## src/inc/tcm_defs.svh

```systemverilog
`ifndef TCM_DEFS_SVH
`define TCM_DEFS_SVH

// register byte addresses
`define TCM_OFS_A_LOW   32'h4000_0010
`define TCM_OFS_A_HIGH  32'h4000_0014
`define TCM_OFS_B_LOW   32'h4000_0018
`define TCM_OFS_B_HIGH  32'h4000_001C
`define TCM_OFS_C_LOW   32'h4000_0020
`define TCM_OFS_C_HIGH  32'h4000_0024
`define TCM_OFS_IEN     32'h4000_0028
`define TCM_OFS_STAT    32'h4000_002C
`define TCM_OFS_MASK    32'h4000_0034

// reset values
`define TCM_RST_A_LOW   16'h1FFF
`define TCM_RST_B_LOW   16'h2FFF
`define TCM_RST_C_LOW   16'h3FFF
`define TCM_RST_HIGH    16'h0000
`define TCM_RST_IEN     4'h0
`define TCM_RST_MASK    4'h0

// source bit positions in enable, status and mask
`define TCM_BIT_A       0
`define TCM_BIT_B       1
`define TCM_BIT_C       2
`define TCM_BIT_ROLL    3
`define TCM_NUM_SRC     4
`define TCM_NUM_FIELD   3
// status bits that a read clears
`define TCM_RD_CLR_MASK 4'h7

`endif

```

## src/inc/tcm_pkg.sv

```systemverilog
package tcm_pkg;

   // one bus request as seen by the slave
   typedef struct packed {
      logic        rd;
      logic        wr;
      logic [31:0] addr;
      logic [31:0] wdata;
      logic [3:0]  be;
   } tcm_bus_req_t;

   // one compare channel: gate and target
   typedef struct packed {
      logic        en;
      logic [31:0] target;
   } tcm_cmp_t;

endpackage : tcm_pkg

```

## src/hdl/tcm_cmp_unit.sv

```systemverilog
`timescale 1ns/1ps
module tcm_cmp_unit #(
   parameter int WIDTH = 32
) (
   input  wire logic             core_clk_i,
   input  wire logic             rst_n_i,
   input  wire logic             enable_i,
   input  wire logic [WIDTH-1:0] counter_i,
   input  wire logic [WIDTH-1:0] target_i,
   output logic                  hit_o
);

   generate
      if (WIDTH < 2) begin : g_chk
         $error("tcm_cmp_unit: WIDTH too small");
      end
   endgenerate

   logic eq;
   logic eq_q;

   // gated full-width equality; disabled means no compare at all
   assign eq = enable_i && (counter_i == target_i);

   // counter may hold one value for many clocks, so fire on the first only
   always_ff @(posedge core_clk_i) begin
      if (!rst_n_i) begin
         eq_q  <= 1'b0;
         hit_o <= 1'b0;
      end else begin
         eq_q  <= eq;
         hit_o <= eq && !eq_q;
      end
   end

   hit_cause_a: assert property (@(posedge core_clk_i) disable iff (!rst_n_i)
      hit_o |-> $past(enable_i) && ($past(counter_i) == $past(target_i)))
      else $error("hit without enabled equality");

endmodule : tcm_cmp_unit

```

## src/hdl/tcm_flag_bank.sv

```systemverilog
`timescale 1ns/1ps
module tcm_flag_bank #(
   parameter int N = 4
) (
   input  wire logic         core_clk_i,
   input  wire logic         rst_n_i,
   input  wire logic [N-1:0] set_i,
   input  wire logic [N-1:0] clr_i,
   output logic      [N-1:0] flag_o
);

   generate
      if (N < 1) begin : g_chk
         $error("tcm_flag_bank: N must be positive");
      end
   endgenerate

   // sticky flags; a set in the clearing cycle wins so no event is lost
   genvar gi;
   generate
      for (gi = 0; gi < N; gi++) begin : g_flag
         always_ff @(posedge core_clk_i) begin
            if (!rst_n_i) begin
               flag_o[gi] <= 1'b0;
            end else begin
               flag_o[gi] <= set_i[gi] || (flag_o[gi] && !clr_i[gi]);
            end
         end
      end
   endgenerate

   set_wins_a: assert property (@(posedge core_clk_i) disable iff (!rst_n_i)
      set_i[0] |=> flag_o[0])
      else $error("set lost against clear");

endmodule : tcm_flag_bank

```

## src/hdl/tcm_top.sv

```systemverilog
// Functional notes
// software clears enable bit 0 before changing the upper half of field A and restores it after.
// the lower half of field A resets to 0x1FFF and forms the low half of the A compare value.
// field B is two 16-bit halves, lower resetting to 0x2FFF and upper to 0x0000.
// software clears enable bit 1 before writing either half of field B and restores it after.
// field C is two 16-bit halves, lower resetting to 0x3FFF and upper to 0x0000.
// outside free-running mode the counter is reloaded once it reaches field C.
// in periodic mode software writes field C only while the timer is disabled.
// in free-running mode writes to field C are taken while the counter runs.
// software clears enable bit 2 before writing field C and may restore it after.
// a clear enable bit stops that field's compare and keeps its status flag from setting.
// enable bits 0, 1 and 2 raise the interrupt on a match with field A, B or C, all off at reset; the code also needs the matching mask bit set.
// enable bit 3 raises the interrupt on rollover, only in free-running mode, off at reset; the code also needs mask bit 3 set.
// software writes zeros to enable bits 15 to 4.
// rollover is the counter at all ones counting up or all zeros counting down.
// the A, B and C match flags clear when software reads them.
// a match is full 32-bit equality of the counter with the upper and lower halves joined.
//
// The Avalon-MM slave port is this design's own decision.
`timescale 1ns/1ps
`include "tcm_defs.svh"
module tcm_top (
   input  wire logic        core_clk_i,
   input  wire logic        rst_n_i,
   input  wire logic [31:0] avs_address_i,
   input  wire logic        avs_read_i,
   input  wire logic        avs_write_i,
   input  wire logic [31:0] avs_writedata_i,
   input  wire logic [3:0]  avs_byteenable_i,
   output logic      [31:0] avs_readdata_o,
   output logic             avs_waitrequest_o,
   input  wire logic [31:0] counter_value_i,
   input  wire logic        free_run_i,
   input  wire logic        count_down_i,
   output logic             counter_reload_o,
   output logic             irq_o
);

   localparam int NF = `TCM_NUM_FIELD;
   localparam int NS = `TCM_NUM_SRC;

   localparam logic [31:0] LO_OFS [NF] = '{`TCM_OFS_A_LOW, `TCM_OFS_B_LOW, `TCM_OFS_C_LOW};
   localparam logic [31:0] HI_OFS [NF] = '{`TCM_OFS_A_HIGH, `TCM_OFS_B_HIGH, `TCM_OFS_C_HIGH};
   localparam logic [15:0] LO_RST [NF] = '{`TCM_RST_A_LOW, `TCM_RST_B_LOW, `TCM_RST_C_LOW};

   tcm_pkg::tcm_bus_req_t bus;
   tcm_pkg::tcm_cmp_t     cmp [NS];

   logic [15:0]    cmp_lo [NF];
   logic [15:0]    cmp_hi [NF];
   logic [31:0]    field  [NF];
   logic [NS-1:0]  ien;
   logic [NS-1:0]  mask;
   logic [NS-1:0]  hits;
   logic [NS-1:0]  flags;
   logic [NS-1:0]  clr;
   logic [31:0]    next_rdata;
   logic           wr_go;
   logic           rd_go;
   logic           eq_c;
   logic           eq_c_q;

   // byte lanes 0 and 1 carry the 16-bit registers
   function automatic logic [15:0] be_merge(input logic [15:0] old,
                                            input logic [15:0] wd,
                                            input logic [3:0]  be);
      be_merge = {be[1] ? wd[15:8] : old[15:8], be[0] ? wd[7:0] : old[7:0]};
   endfunction : be_merge

   // request bundle
   assign bus.rd    = avs_read_i;
   assign bus.wr    = avs_write_i;
   assign bus.addr  = avs_address_i;
   assign bus.wdata = avs_writedata_i;
   assign bus.be    = avs_byteenable_i;

   // a request completes at the edge where waitrequest is seen low
   assign wr_go = bus.wr && !avs_waitrequest_o;
   assign rd_go = bus.rd && !avs_waitrequest_o;

   // one wait cycle per access gives time to register read data
   always_ff @(posedge core_clk_i) begin
      if (!rst_n_i) begin
         avs_waitrequest_o <= 1'b1;
      end else begin
         avs_waitrequest_o <= !((bus.rd || bus.wr) && avs_waitrequest_o);
      end
   end

   // compare field halves; writes taken in any mode, the counter keeps running
   genvar gi;
   generate
      for (gi = 0; gi < NF; gi++) begin : g_field
         always_ff @(posedge core_clk_i) begin
            if (!rst_n_i) begin
               cmp_lo[gi] <= LO_RST[gi];
               cmp_hi[gi] <= `TCM_RST_HIGH;
            end else if (wr_go) begin
               if (bus.addr == LO_OFS[gi]) begin
                  cmp_lo[gi] <= be_merge(cmp_lo[gi], bus.wdata[15:0], bus.be);
               end
               if (bus.addr == HI_OFS[gi]) begin
                  cmp_hi[gi] <= be_merge(cmp_hi[gi], bus.wdata[15:0], bus.be);
               end
            end
         end
         assign field[gi] = {cmp_hi[gi], cmp_lo[gi]};
      end
   endgenerate

   // enable and mask; bits above the four sources are not stored
   always_ff @(posedge core_clk_i) begin
      if (!rst_n_i) begin
         ien  <= `TCM_RST_IEN;
         mask <= `TCM_RST_MASK;
      end else if (wr_go && bus.be[0]) begin
         if (bus.addr == `TCM_OFS_IEN) begin
            ien <= bus.wdata[NS-1:0];
         end
         if (bus.addr == `TCM_OFS_MASK) begin
            mask <= bus.wdata[NS-1:0];
         end
      end
   end

   // channel setup: three fields plus the rollover end value
   always_comb begin
      cmp[`TCM_BIT_A] = '{en: ien[`TCM_BIT_A], target: field[0]};
      cmp[`TCM_BIT_B] = '{en: ien[`TCM_BIT_B], target: field[1]};
      cmp[`TCM_BIT_C] = '{en: ien[`TCM_BIT_C], target: field[2]};
      cmp[`TCM_BIT_ROLL].en     = ien[`TCM_BIT_ROLL] && free_run_i;
      cmp[`TCM_BIT_ROLL].target = count_down_i ? 32'h0000_0000 : 32'hFFFF_FFFF;
   end

   // one comparator per source
   generate
      for (gi = 0; gi < NS; gi++) begin : g_cmp
         tcm_cmp_unit #(
            .WIDTH (32)
         ) u_cmp (
            .core_clk_i (core_clk_i),
            .rst_n_i    (rst_n_i),
            .enable_i   (cmp[gi].en),
            .counter_i  (counter_value_i),
            .target_i   (cmp[gi].target),
            .hit_o      (hits[gi])
         );
      end
   endgenerate

   // clears: write one to status, or read, which drops only the A, B and C bits returned
   always_comb begin
      clr = '0;
      if (wr_go && bus.be[0] && bus.addr == `TCM_OFS_STAT) begin
         clr = bus.wdata[NS-1:0];
      end
      if (rd_go && bus.addr == `TCM_OFS_STAT) begin
         clr = clr | (avs_readdata_o[NS-1:0] & `TCM_RD_CLR_MASK);
      end
   end

   tcm_flag_bank #(
      .N (NS)
   ) u_flags (
      .core_clk_i (core_clk_i),
      .rst_n_i    (rst_n_i),
      .set_i      (hits),
      .clr_i      (clr),
      .flag_o     (flags)
   );

   // level interrupt from unmasked flags
   always_ff @(posedge core_clk_i) begin
      if (!rst_n_i) begin
         irq_o <= 1'b0;
      end else begin
         irq_o <= |(flags & mask);
      end
   end

   // periodic reload request, independent of the interrupt enables
   assign eq_c = (counter_value_i == field[2]);

   always_ff @(posedge core_clk_i) begin
      if (!rst_n_i) begin
         eq_c_q           <= 1'b0;
         counter_reload_o <= 1'b0;
      end else begin
         eq_c_q           <= eq_c;
         counter_reload_o <= !free_run_i && eq_c && !eq_c_q;
      end
   end

   // read mux; unmapped addresses read as zero
   always_comb begin
      next_rdata = 32'h0000_0000;
      case (bus.addr)
         `TCM_OFS_A_LOW:  next_rdata[15:0] = cmp_lo[0];
         `TCM_OFS_A_HIGH: next_rdata[15:0] = cmp_hi[0];
         `TCM_OFS_B_LOW:  next_rdata[15:0] = cmp_lo[1];
         `TCM_OFS_B_HIGH: next_rdata[15:0] = cmp_hi[1];
         `TCM_OFS_C_LOW:  next_rdata[15:0] = cmp_lo[2];
         `TCM_OFS_C_HIGH: next_rdata[15:0] = cmp_hi[2];
         `TCM_OFS_IEN:    next_rdata[NS-1:0] = ien;
         `TCM_OFS_STAT:   next_rdata[NS-1:0] = flags;
         `TCM_OFS_MASK:   next_rdata[NS-1:0] = mask;
         default:         next_rdata = 32'h0000_0000;
      endcase
   end

   // read data held from the wait cycle through completion
   always_ff @(posedge core_clk_i) begin
      if (!rst_n_i) begin
         avs_readdata_o <= 32'h0000_0000;
      end else if (bus.rd && avs_waitrequest_o) begin
         avs_readdata_o <= next_rdata;
      end
   end

   // checks
   a_reset_a: assert property (@(posedge core_clk_i) disable iff (!rst_n_i)
      $rose(rst_n_i) |-> cmp_lo[0] == `TCM_RST_A_LOW)
      else $error("field A low reset value wrong");

   b_reset_a: assert property (@(posedge core_clk_i) disable iff (!rst_n_i)
      $rose(rst_n_i) |-> field[1] == {`TCM_RST_HIGH, `TCM_RST_B_LOW})
      else $error("field B reset value wrong");

   c_reset_a: assert property (@(posedge core_clk_i) disable iff (!rst_n_i)
      $rose(rst_n_i) |-> field[2] == {`TCM_RST_HIGH, `TCM_RST_C_LOW} && ien == 4'h0)
      else $error("field C or enable reset value wrong");

   reload_pulse_a: assert property (@(posedge core_clk_i) disable iff (!rst_n_i)
      (!free_run_i && eq_c && !eq_c_q) |=> counter_reload_o ##1 !counter_reload_o)
      else $error("reload not one pulse at field C");

   c_write_a: assert property (@(posedge core_clk_i) disable iff (!rst_n_i)
      (wr_go && bus.addr == `TCM_OFS_C_LOW && bus.be[1:0] == 2'b11)
      |=> cmp_lo[2] == $past(bus.wdata[15:0]))
      else $error("field C write not taken");

   gate_flag_a: assert property (@(posedge core_clk_i) disable iff (!rst_n_i)
      $rose(flags[`TCM_BIT_A]) |-> $past(ien[`TCM_BIT_A], 2))
      else $error("flag A set while disabled");

   irq_level_a: assert property (@(posedge core_clk_i) disable iff (!rst_n_i)
      |(flags & mask) |=> irq_o)
      else $error("interrupt missing for unmasked flag");

   roll_mode_a: assert property (@(posedge core_clk_i) disable iff (!rst_n_i)
      $rose(flags[`TCM_BIT_ROLL]) |-> $past(free_run_i, 2) && $past(ien[`TCM_BIT_ROLL], 2))
      else $error("rollover flag outside free run");

   roll_value_a: assert property (@(posedge core_clk_i) disable iff (!rst_n_i)
      hits[`TCM_BIT_ROLL] |-> ($past(count_down_i) ? $past(counter_value_i) == 32'h0000_0000
                                                 : $past(counter_value_i) == 32'hFFFF_FFFF))
      else $error("rollover at wrong counter value");

   read_clear_a: assert property (@(posedge core_clk_i) disable iff (!rst_n_i)
      (rd_go && bus.addr == `TCM_OFS_STAT && avs_readdata_o[`TCM_BIT_B] && !hits[`TCM_BIT_B])
      |=> !flags[`TCM_BIT_B])
      else $error("flag B not cleared by read");

   match_value_a: assert property (@(posedge core_clk_i) disable iff (!rst_n_i)
      hits[`TCM_BIT_C] |-> $past(counter_value_i) == $past(field[2]))
      else $error("match C without full equality");

   bus_answer_a: assert property (@(posedge core_clk_i) disable iff (!rst_n_i)
      ((bus.rd || bus.wr) && avs_waitrequest_o) |=> !avs_waitrequest_o ##1 avs_waitrequest_o)
      else $error("bus answer not after one wait cycle");

   // read data comes from the mux as it stood in the wait cycle
   read_data_a: assert property (@(posedge core_clk_i) disable iff (!rst_n_i)
      (bus.rd && avs_waitrequest_o) |=> avs_readdata_o == $past(next_rdata))
      else $error("read data not taken in the wait cycle");

   // the level must fall too, or a serviced source keeps the line stuck
   irq_quiet_a: assert property (@(posedge core_clk_i) disable iff (!rst_n_i)
      !(|(flags & mask)) |=> !irq_o)
      else $error("interrupt without unmasked flag");

   ien_store_a: assert property (@(posedge core_clk_i) disable iff (!rst_n_i)
      (wr_go && bus.be[0] && bus.addr == `TCM_OFS_IEN)
      |=> ien == $past(bus.wdata[NS-1:0]))
      else $error("enable write not taken");

   gate_flag_b_a: assert property (@(posedge core_clk_i) disable iff (!rst_n_i)
      $rose(flags[`TCM_BIT_B]) |-> $past(ien[`TCM_BIT_B], 2))
      else $error("flag B set while disabled");

   gate_flag_c_a: assert property (@(posedge core_clk_i) disable iff (!rst_n_i)
      $rose(flags[`TCM_BIT_C]) |-> $past(ien[`TCM_BIT_C], 2))
      else $error("flag C set while disabled");

   free_reload_a: assert property (@(posedge core_clk_i) disable iff (!rst_n_i)
      free_run_i |=> !counter_reload_o)
      else $error("reload pulse in free-running mode");

   // write one to the rollover bit is its only clear
   roll_clear_a: assert property (@(posedge core_clk_i) disable iff (!rst_n_i)
      (wr_go && bus.be[0] && bus.addr == `TCM_OFS_STAT && bus.wdata[`TCM_BIT_ROLL]
       && !hits[`TCM_BIT_ROLL]) |=> !flags[`TCM_BIT_ROLL])
      else $error("rollover flag not cleared by write");

   irq_seen_c: cover property (@(posedge core_clk_i) disable iff (!rst_n_i) $rose(irq_o));
   reload_seen_c: cover property (@(posedge core_clk_i) disable iff (!rst_n_i) counter_reload_o);
   rd_clear_c: cover property (@(posedge core_clk_i) disable iff (!rst_n_i)
      rd_go && bus.addr == `TCM_OFS_STAT && avs_readdata_o[0]);
   roll_seen_c: cover property (@(posedge core_clk_i) disable iff (!rst_n_i)
      hits[`TCM_BIT_ROLL]);
   masked_flag_c: cover property (@(posedge core_clk_i) disable iff (!rst_n_i)
      flags[`TCM_BIT_B] && !mask[`TCM_BIT_B] && !irq_o);

endmodule : tcm_top

```

## config.mk

```make
export PLATFORM = sky130hd
export DESIGN_NAME = tcm_top
export DESIGN_NICKNAME = d
export VERILOG_FILES = /design/src/inc/tcm_pkg.sv /design/src/hdl/tcm_cmp_unit.sv /design/src/hdl/tcm_flag_bank.sv /design/src/hdl/tcm_top.sv
export VERILOG_INCLUDE_DIRS = /design/src /design/src/inc
export SDC_FILE = /design/constraint.sdc
export NUM_CORES = 1
export LEC_CHECK = 0
export BUFFER_PORTS_ARGS = -buffer_cell sky130_fd_sc_hd__buf_2
export CAP_MARGIN = 25
export CORE_AREA = 2 2 134 136
export CTS_CLUSTER_DIAMETER = 100
export CTS_CLUSTER_SIZE = 30
export DETAILED_ROUTE_END_ITERATION = 10
export DIE_AREA = 0 0 136 138
export PLACE_DENSITY_LB_ADDON = 0.1
export SLEW_MARGIN = 10
export SYNTH_ARGS = -nofsm -noshare
export SYNTH_HDL_FRONTEND = slang
export SYNTH_SLANG_ARGS = --single-unit
```

## constraint.sdc

```tcl
create_clock -name core_clk_i -period 6.6 [get_ports core_clk_i]
set_input_delay 0.66 -clock core_clk_i [delete_from_list [all_inputs] [get_ports core_clk_i]]
set_output_delay 0.66 -clock core_clk_i [all_outputs]
set_load 0.005 [all_outputs]
```

# --- Yosys cells after proc, flatten, opt, wreduce, memory -nomap -nowiden ---
# Memories as Yosys holds them, arrays and structs flattened.
# Index checks and enable logic that the tools add are counted.
totals:
  n_memories: 2
  reg_bits: 40
  output_inout_bits: 35
  elab_cells: 132
  in_bits: 106
  ramBits: 96
classes:
  mux: 48
  n_reduce_logical: 42
  n_eq_ne: 13
  bitwise_logic: 8
memory_table:
  columns: ["memory", "words", "word_bits", "rd", "rd_ports_with_merged_regs", "wr", "line", "source"]
  rows:
  - ["cmp_hi", 3, 16, 3, 0, 3, "tcm_top.sv:50", "logic [15:0] cmp_hi [NF];"]
  - ["cmp_lo", 3, 16, 3, 0, 3, "tcm_top.sv:49", "logic [15:0] cmp_lo [NF];"]
op_table:
  columns: ["op", "count"]
  rows:
  - ["$eq 32x31->1 const B", 9]
  - ["$eq 32x32->1", 4]
  - ["$mux 16", 6]
  - ["$mux 8", 12]
  - ["$pmux 12 s6", 1]
  - ["$pmux 4 s9", 1]
  - ["$mux 32", 1]
  - ["$mux 1", 25]
  - ["$logic_and 1x1->1", 22]
  - ["$logic_not 1->1", 12]
  - ["$mux 4", 2]
  - ["$or 1x1->1", 6]
  - ["$logic_or 1x1->1", 5]
  - ["$and 4x4->4", 1]
  - ["$or 4x3->4", 1]
  - ["$reduce_and 2->1", 2]
  - ["$reduce_or 4->1", 1]

# --- Logic depth before layout (Yosys ltp) ---
logic_depth:
  word_depth: 10
  ltp_mapped: 8
  mapped_depth_nobuf: 6

# --- Modules after synthesis ---
# Synthesis repeated with hierarchy kept, for this count alone.
unflattened:
  cells_unflattened: 762
  area_unflattened_um2: 8115.3
modules_own_cells:
  columns: ["mod", "seq_area_each_um2", "cells_per_inst", "area_each_um2", "instances"]
  rows:
  - ["tcm_top", 3443.3, 534, 6248.5, 1]
  - ["tcm_cmp_unit", 40.0, 54, 425.4, 4]
  - ["tcm_flag_bank", 80.1, 12, 165.2, 1]

# --- Worst setup path before layout ---
# OpenSTA, ideal clock, no wires.
synth_path:
  path_kind: "input port to flip-flop"
  from: "input avs_address_i[27]"
  to: "memory cmp_hi[0][10] (enable)"
  slack_ps: 3867
  cell_stages: 8
  setup_ps: 329
  required_time_ps: 6271
  path_buffers: 2
  arrival_ps: 2404
  path_cell_list: "nor4b_4 nand4_4 buf_6 nor4_4 and2b_1 buf_4 nand2_1 nand2_1"
synth_rtl:
  columns: ["element", "line", "source"]
  rows:
  - ["from (decl)", "tcm_top.sv:25", "input wire logic [31:0] avs_address_i,"]
  - ["to (decl)", "tcm_top.sv:50", null]

==> flow_summary.yaml <==
outcome:
  status: "finished clean"
logic_synthesis:
  synth_async_sr_flop_share_pct: 0
  mappedNetlistArea_mm2: 0.00762
  synth.lib_cells_used.distinct: 57
  sequential_to_total_area_share_from_yosys_stat_pct: 48.3
  synthCells: 701
  synth-seq-cells: 136
  synth_enable_flop_cells: 96
  synthesis.area_per_instance_um2: 10.9
  synthesis.yosys.warnings: 0
  synth_ff_type: "sky130_fd_sc_hd__edfxtp_1"
timing:
  clock-skew-final_ns: 0.00960
  finalSetupViolations: 0
  timing_worst_slew_pin_value_ns: 0.889
  fmaxAchievable_mhz: 291
  finalHoldWorstSlack_ns: 0.387
  final_period_minus_worst_setup_slack_ns: 3.44
  final_min_period_over_clock_period_pct: 52.1
  timing.final.max_slew_violations: 0
  slack_of_the_critical_path_ns: 3.16
  maxSlewHeadroom_pct: 40.6
  setup_repair_after_global_routing_missed_its_margin: "false"
  timing.setup.tns_ns: 0
  hold_viol: 0
placement:
  placement.cell_area_mm2: 0.00814
  final_wtd_congestion: 0.956
  port-buffer-count: 106
  placement.setup.worst_slack_ns: 2.71
  dpl.hpwl_um: 17700
  place.detailed.instances: 985
layout:
  share_of_layout_cells_above_drive_strength_1_pct: 21.3
  final_design_area_no_fill_mm2: 0.00870
  syn2layout_area_growth_pct: 14.2
  nets: 881
  fillCellCount: 1662
  layout.cells.most_common: "sky130_fd_sc_hd__buf_2"
  diodes: 0
  most_used_cells_in_the_layout_excluding_fill_and_tap_cells: "106 x sky130_fd_sc_hd__buf_2, 96 x sky130_fd_sc_hd__edfxtp_1, 60 x sky130_fd_sc_hd__and2_1, 60 x sky130_fd_sc_hd__xnor2_1, 41 x sky130_fd_sc_hd__nand2b_1"
  finish.cell_count_without_fillers: 1017
grt:
  grt_antenna_before_repair: 0
  global_route.overflow_total: 0
  number_of_global_route_vias_before_repair: 5832
  global_route.peak_usage_layer: "met2"
  wire_length_of_the_first_global_routing_pass_um: 36500
  grt.total_usage_pct: 26.6
  global_route.usage.met1_pct: 35.5
  grt_util_met3_pct: 4.62
  grt_start_max_net_pins: 46
  global_route.usage.met2_pct: 43.0
floorplan:
  floorplan.io_pins: 141
  die_width_um: 136
  dieHeight_um: 138
  rows: 49
  floorplan.initialDensity_pct: 43.4
  core_mm2: 0.0175
  die_area_mm2: 0.0188
clocking:
  number_of_instances_resized_during_post_cts_repair: 0
  cts_tree: "done"
  cts_max_level: 4
  clock_path_buffers: 2
  cts-root-buf: "sky130_fd_sc_hd__clkbuf_16"
  clkTransAtPathRegs_ns: 0.06
  tritoncts.num_buffers: 17
  clock_sinks: 136
  cts_setup_buffers: 0
  cts_hold_repair.buffers: 0
  worstSkewPairLatency_ns: 0.43
setup_path:
  worstPathArrival_ns: 3.51
  critical_path.cell_chain: "buf_2 -> nor4_1 -> nand2_1 -> nor4_4 -> buf_4 -> and2b_1 -> nand2_1 -> nand2_1"
  timing.critical_path.slowest_stage_cell: "sky130_fd_sc_hd__and2b_1"
  critical_path.n_buffers_inverters: 2
  critical_path.top_delay_family: "simple AND/OR/NAND/NOR gates"
  crit_fanout: 18
  start_kind: "primary input"
  path_depth: 8
  crit_path_max_incr_delay_ns: 0.70
  timing.critical_path.to_type: "flip-flop"
  timing.reg2reg.worst_path_depth: 5
  critical_setup_path_kind: "primary input to flip-flop"
  data_required_time_at_the_worst_endpoint_ns: 6.67
  cpMostUsedCell: "sky130_fd_sc_hd__nand2_1"
routing:
  dr_total_vias: 5831
  dr.first_iter.drc_count: 640
  drcViolationCount: 0
  drt-vias-per-instance: 5.73
  post_drt_wl_per_cell_um: 24.2
  firstDrtPassIters: 7
  totalWireLength_um: 24600
  ant_nets: 0
power_and_ir_drop:
  power.leakage_nw: 3.02
  power_density_mw_per_mm2: 234
  vdd.ir_drop.worst_uv: 194
hold_path:
  hold_path_class: "flip-flop to flip-flop"
  min_path_cells: 1
run:
  drv.max_cap_violation_count: 0
registers in the layout (all words and copies together), names as in the netlist:
name               cells
cmp_hi                48
cmp_lo                48
avs_readdata_o        16
g_cmp.u_cmp.eq_q       4
g_cmp.u_cmp.hit_o      4
ien                    4
mask                   4
u_flags.flag_o         4
avs_waitrequest_o      1
counter_reload_o       1
eq_c_q                 1
irq_o                  1
worst reg2reg max path, delay by kind of cell, from the launching register on:
| family | cells | cell delay (ns) |
|---|---|---|
| flops | 1 | 0.35 |
| simple gates | 5 | 1.81 |
cell type report:
cell class / count / area (um^2) / share of cell area, %
flip-flops and latches: 136 / 3680 / 42.3
multi-input cells: 504 / 3580 / 41.1
well taps: 229 / 287 / 3.29
inverters: 4 / 15.0 / 0.173
clock inverters: 11 / 87.6 / 1.01
repair buffers: 112 / 576 / 6.62
clock buffers: 21 / 474 / 5.45
power breakdown:
part	switching (mW)	leakage, nW	internal (mW)
Combinational	0.117	1.57	0.0656
Sequential	0.0136	1.17	0.929
Clock	0.386	0.280	0.521
Total	0.516	3.02	1.52
per-layer routing:
| layer | up-vias | wire length (um) |
|---|---|---|
| li1 | 2666 | - |
| met1 | 2833 | 10100 |
| met2 | 287 | 11900 |
| met3 | 45 | 1950 |
| met4 | 0 | 670 |
| met5 | - | 0 |
cells in the mapped netlist (2+ instances only):
master	number	area share, %
sky130_fd_sc_hd__nand2b_1	41	3.4
sky130_fd_sc_hd__o21ai_0	14	0.92
sky130_fd_sc_hd__nand3b_1	5	0.49
sky130_fd_sc_hd__or4b_1	3	0.39
sky130_fd_sc_hd__and2b_1	3	0.30
sky130_fd_sc_hd__buf_1	3	0.15
sky130_fd_sc_hd__nor4b_1	2	0.23
sky130_fd_sc_hd__or3_1	2	0.16
sky130_fd_sc_hd__o21a_1	7	0.69
sky130_fd_sc_hd__a222oi_1	15	2.0
sky130_fd_sc_hd__a21oi_1	13	0.85
sky130_fd_sc_hd__nand2_1	38	1.9
sky130_fd_sc_hd__and3_1	16	1.3
sky130_fd_sc_hd__nor4b_4	2	0.62
sky130_fd_sc_hd__a221oi_1	3	0.34
sky130_fd_sc_hd__a211oi_2	3	0.49
sky130_fd_sc_hd__and2_1	60	4.9
sky130_fd_sc_hd__nand3_1	15	0.99
sky130_fd_sc_hd__nor4_4	9	2.5
sky130_fd_sc_hd__xnor2_1	60	6.9
sky130_fd_sc_hd__nor4_1	23	1.9
sky130_fd_sc_hd__mux2i_1	7	0.92
sky130_fd_sc_hd__dfxtp_1	40	11
sky130_fd_sc_hd__nor3b_1	3	0.30
sky130_fd_sc_hd__nor2b_1	7	0.57
sky130_fd_sc_hd__inv_1	4	0.20
sky130_fd_sc_hd__and2b_4	2	0.26
sky130_fd_sc_hd__clkbuf_1	37	1.8
sky130_fd_sc_hd__nor2_1	21	1.0
sky130_fd_sc_hd__buf_2	5	0.33
sky130_fd_sc_hd__xor2_1	36	4.1
sky130_fd_sc_hd__or4_1	5	0.49
sky130_fd_sc_hd__nor3_1	7	0.46
sky130_fd_sc_hd__buf_4	21	2.1
sky130_fd_sc_hd__buf_6	6	0.89
sky130_fd_sc_hd__a22oi_1	24	2.4
sky130_fd_sc_hd__nand4_1	21	1.7
sky130_fd_sc_hd__a21boi_1	4	0.39
sky130_fd_sc_hd__edfxtp_1	96	38
worst paths after layout:
check / start / endpoint / slack (ns)
max: avs_address_i[13] / cmp_hi[0][15] / 3.16
min: g_cmp[2].u_cmp.eq_q / g_cmp[2].u_cmp.hit_o / 0.39
max reg2reg: avs_waitrequest_o / cmp_hi[0][15] / 4.08
min reg2reg: g_cmp[2].u_cmp.eq_q / g_cmp[2].u_cmp.hit_o / 0.39
cell families (layout without fill, tap and decap cells):
kind of cell	count (synthesis)	in the layout	share of synthesized area [%]
simple gates	293	293	25.2
flops	136	136	48.3
xor+xnor	96	96	11.0
compound gates	91	91	8.85
buf+inv	76	148	5.45
mux	8	8	1.07
other cells	1	16	0.0492
metrics by stage:
stage | total power, mW | util (%)
floorplan | 1.06 | -
global placement | 1.14 | 46.4
detailed placement | 1.14 | 46.4
CTS | 2.03 | 49.6
global route | 2.09 | 49.6
finish | 2.03 | 49.6
No activity file was read; power rests on OpenSTA's default activity.
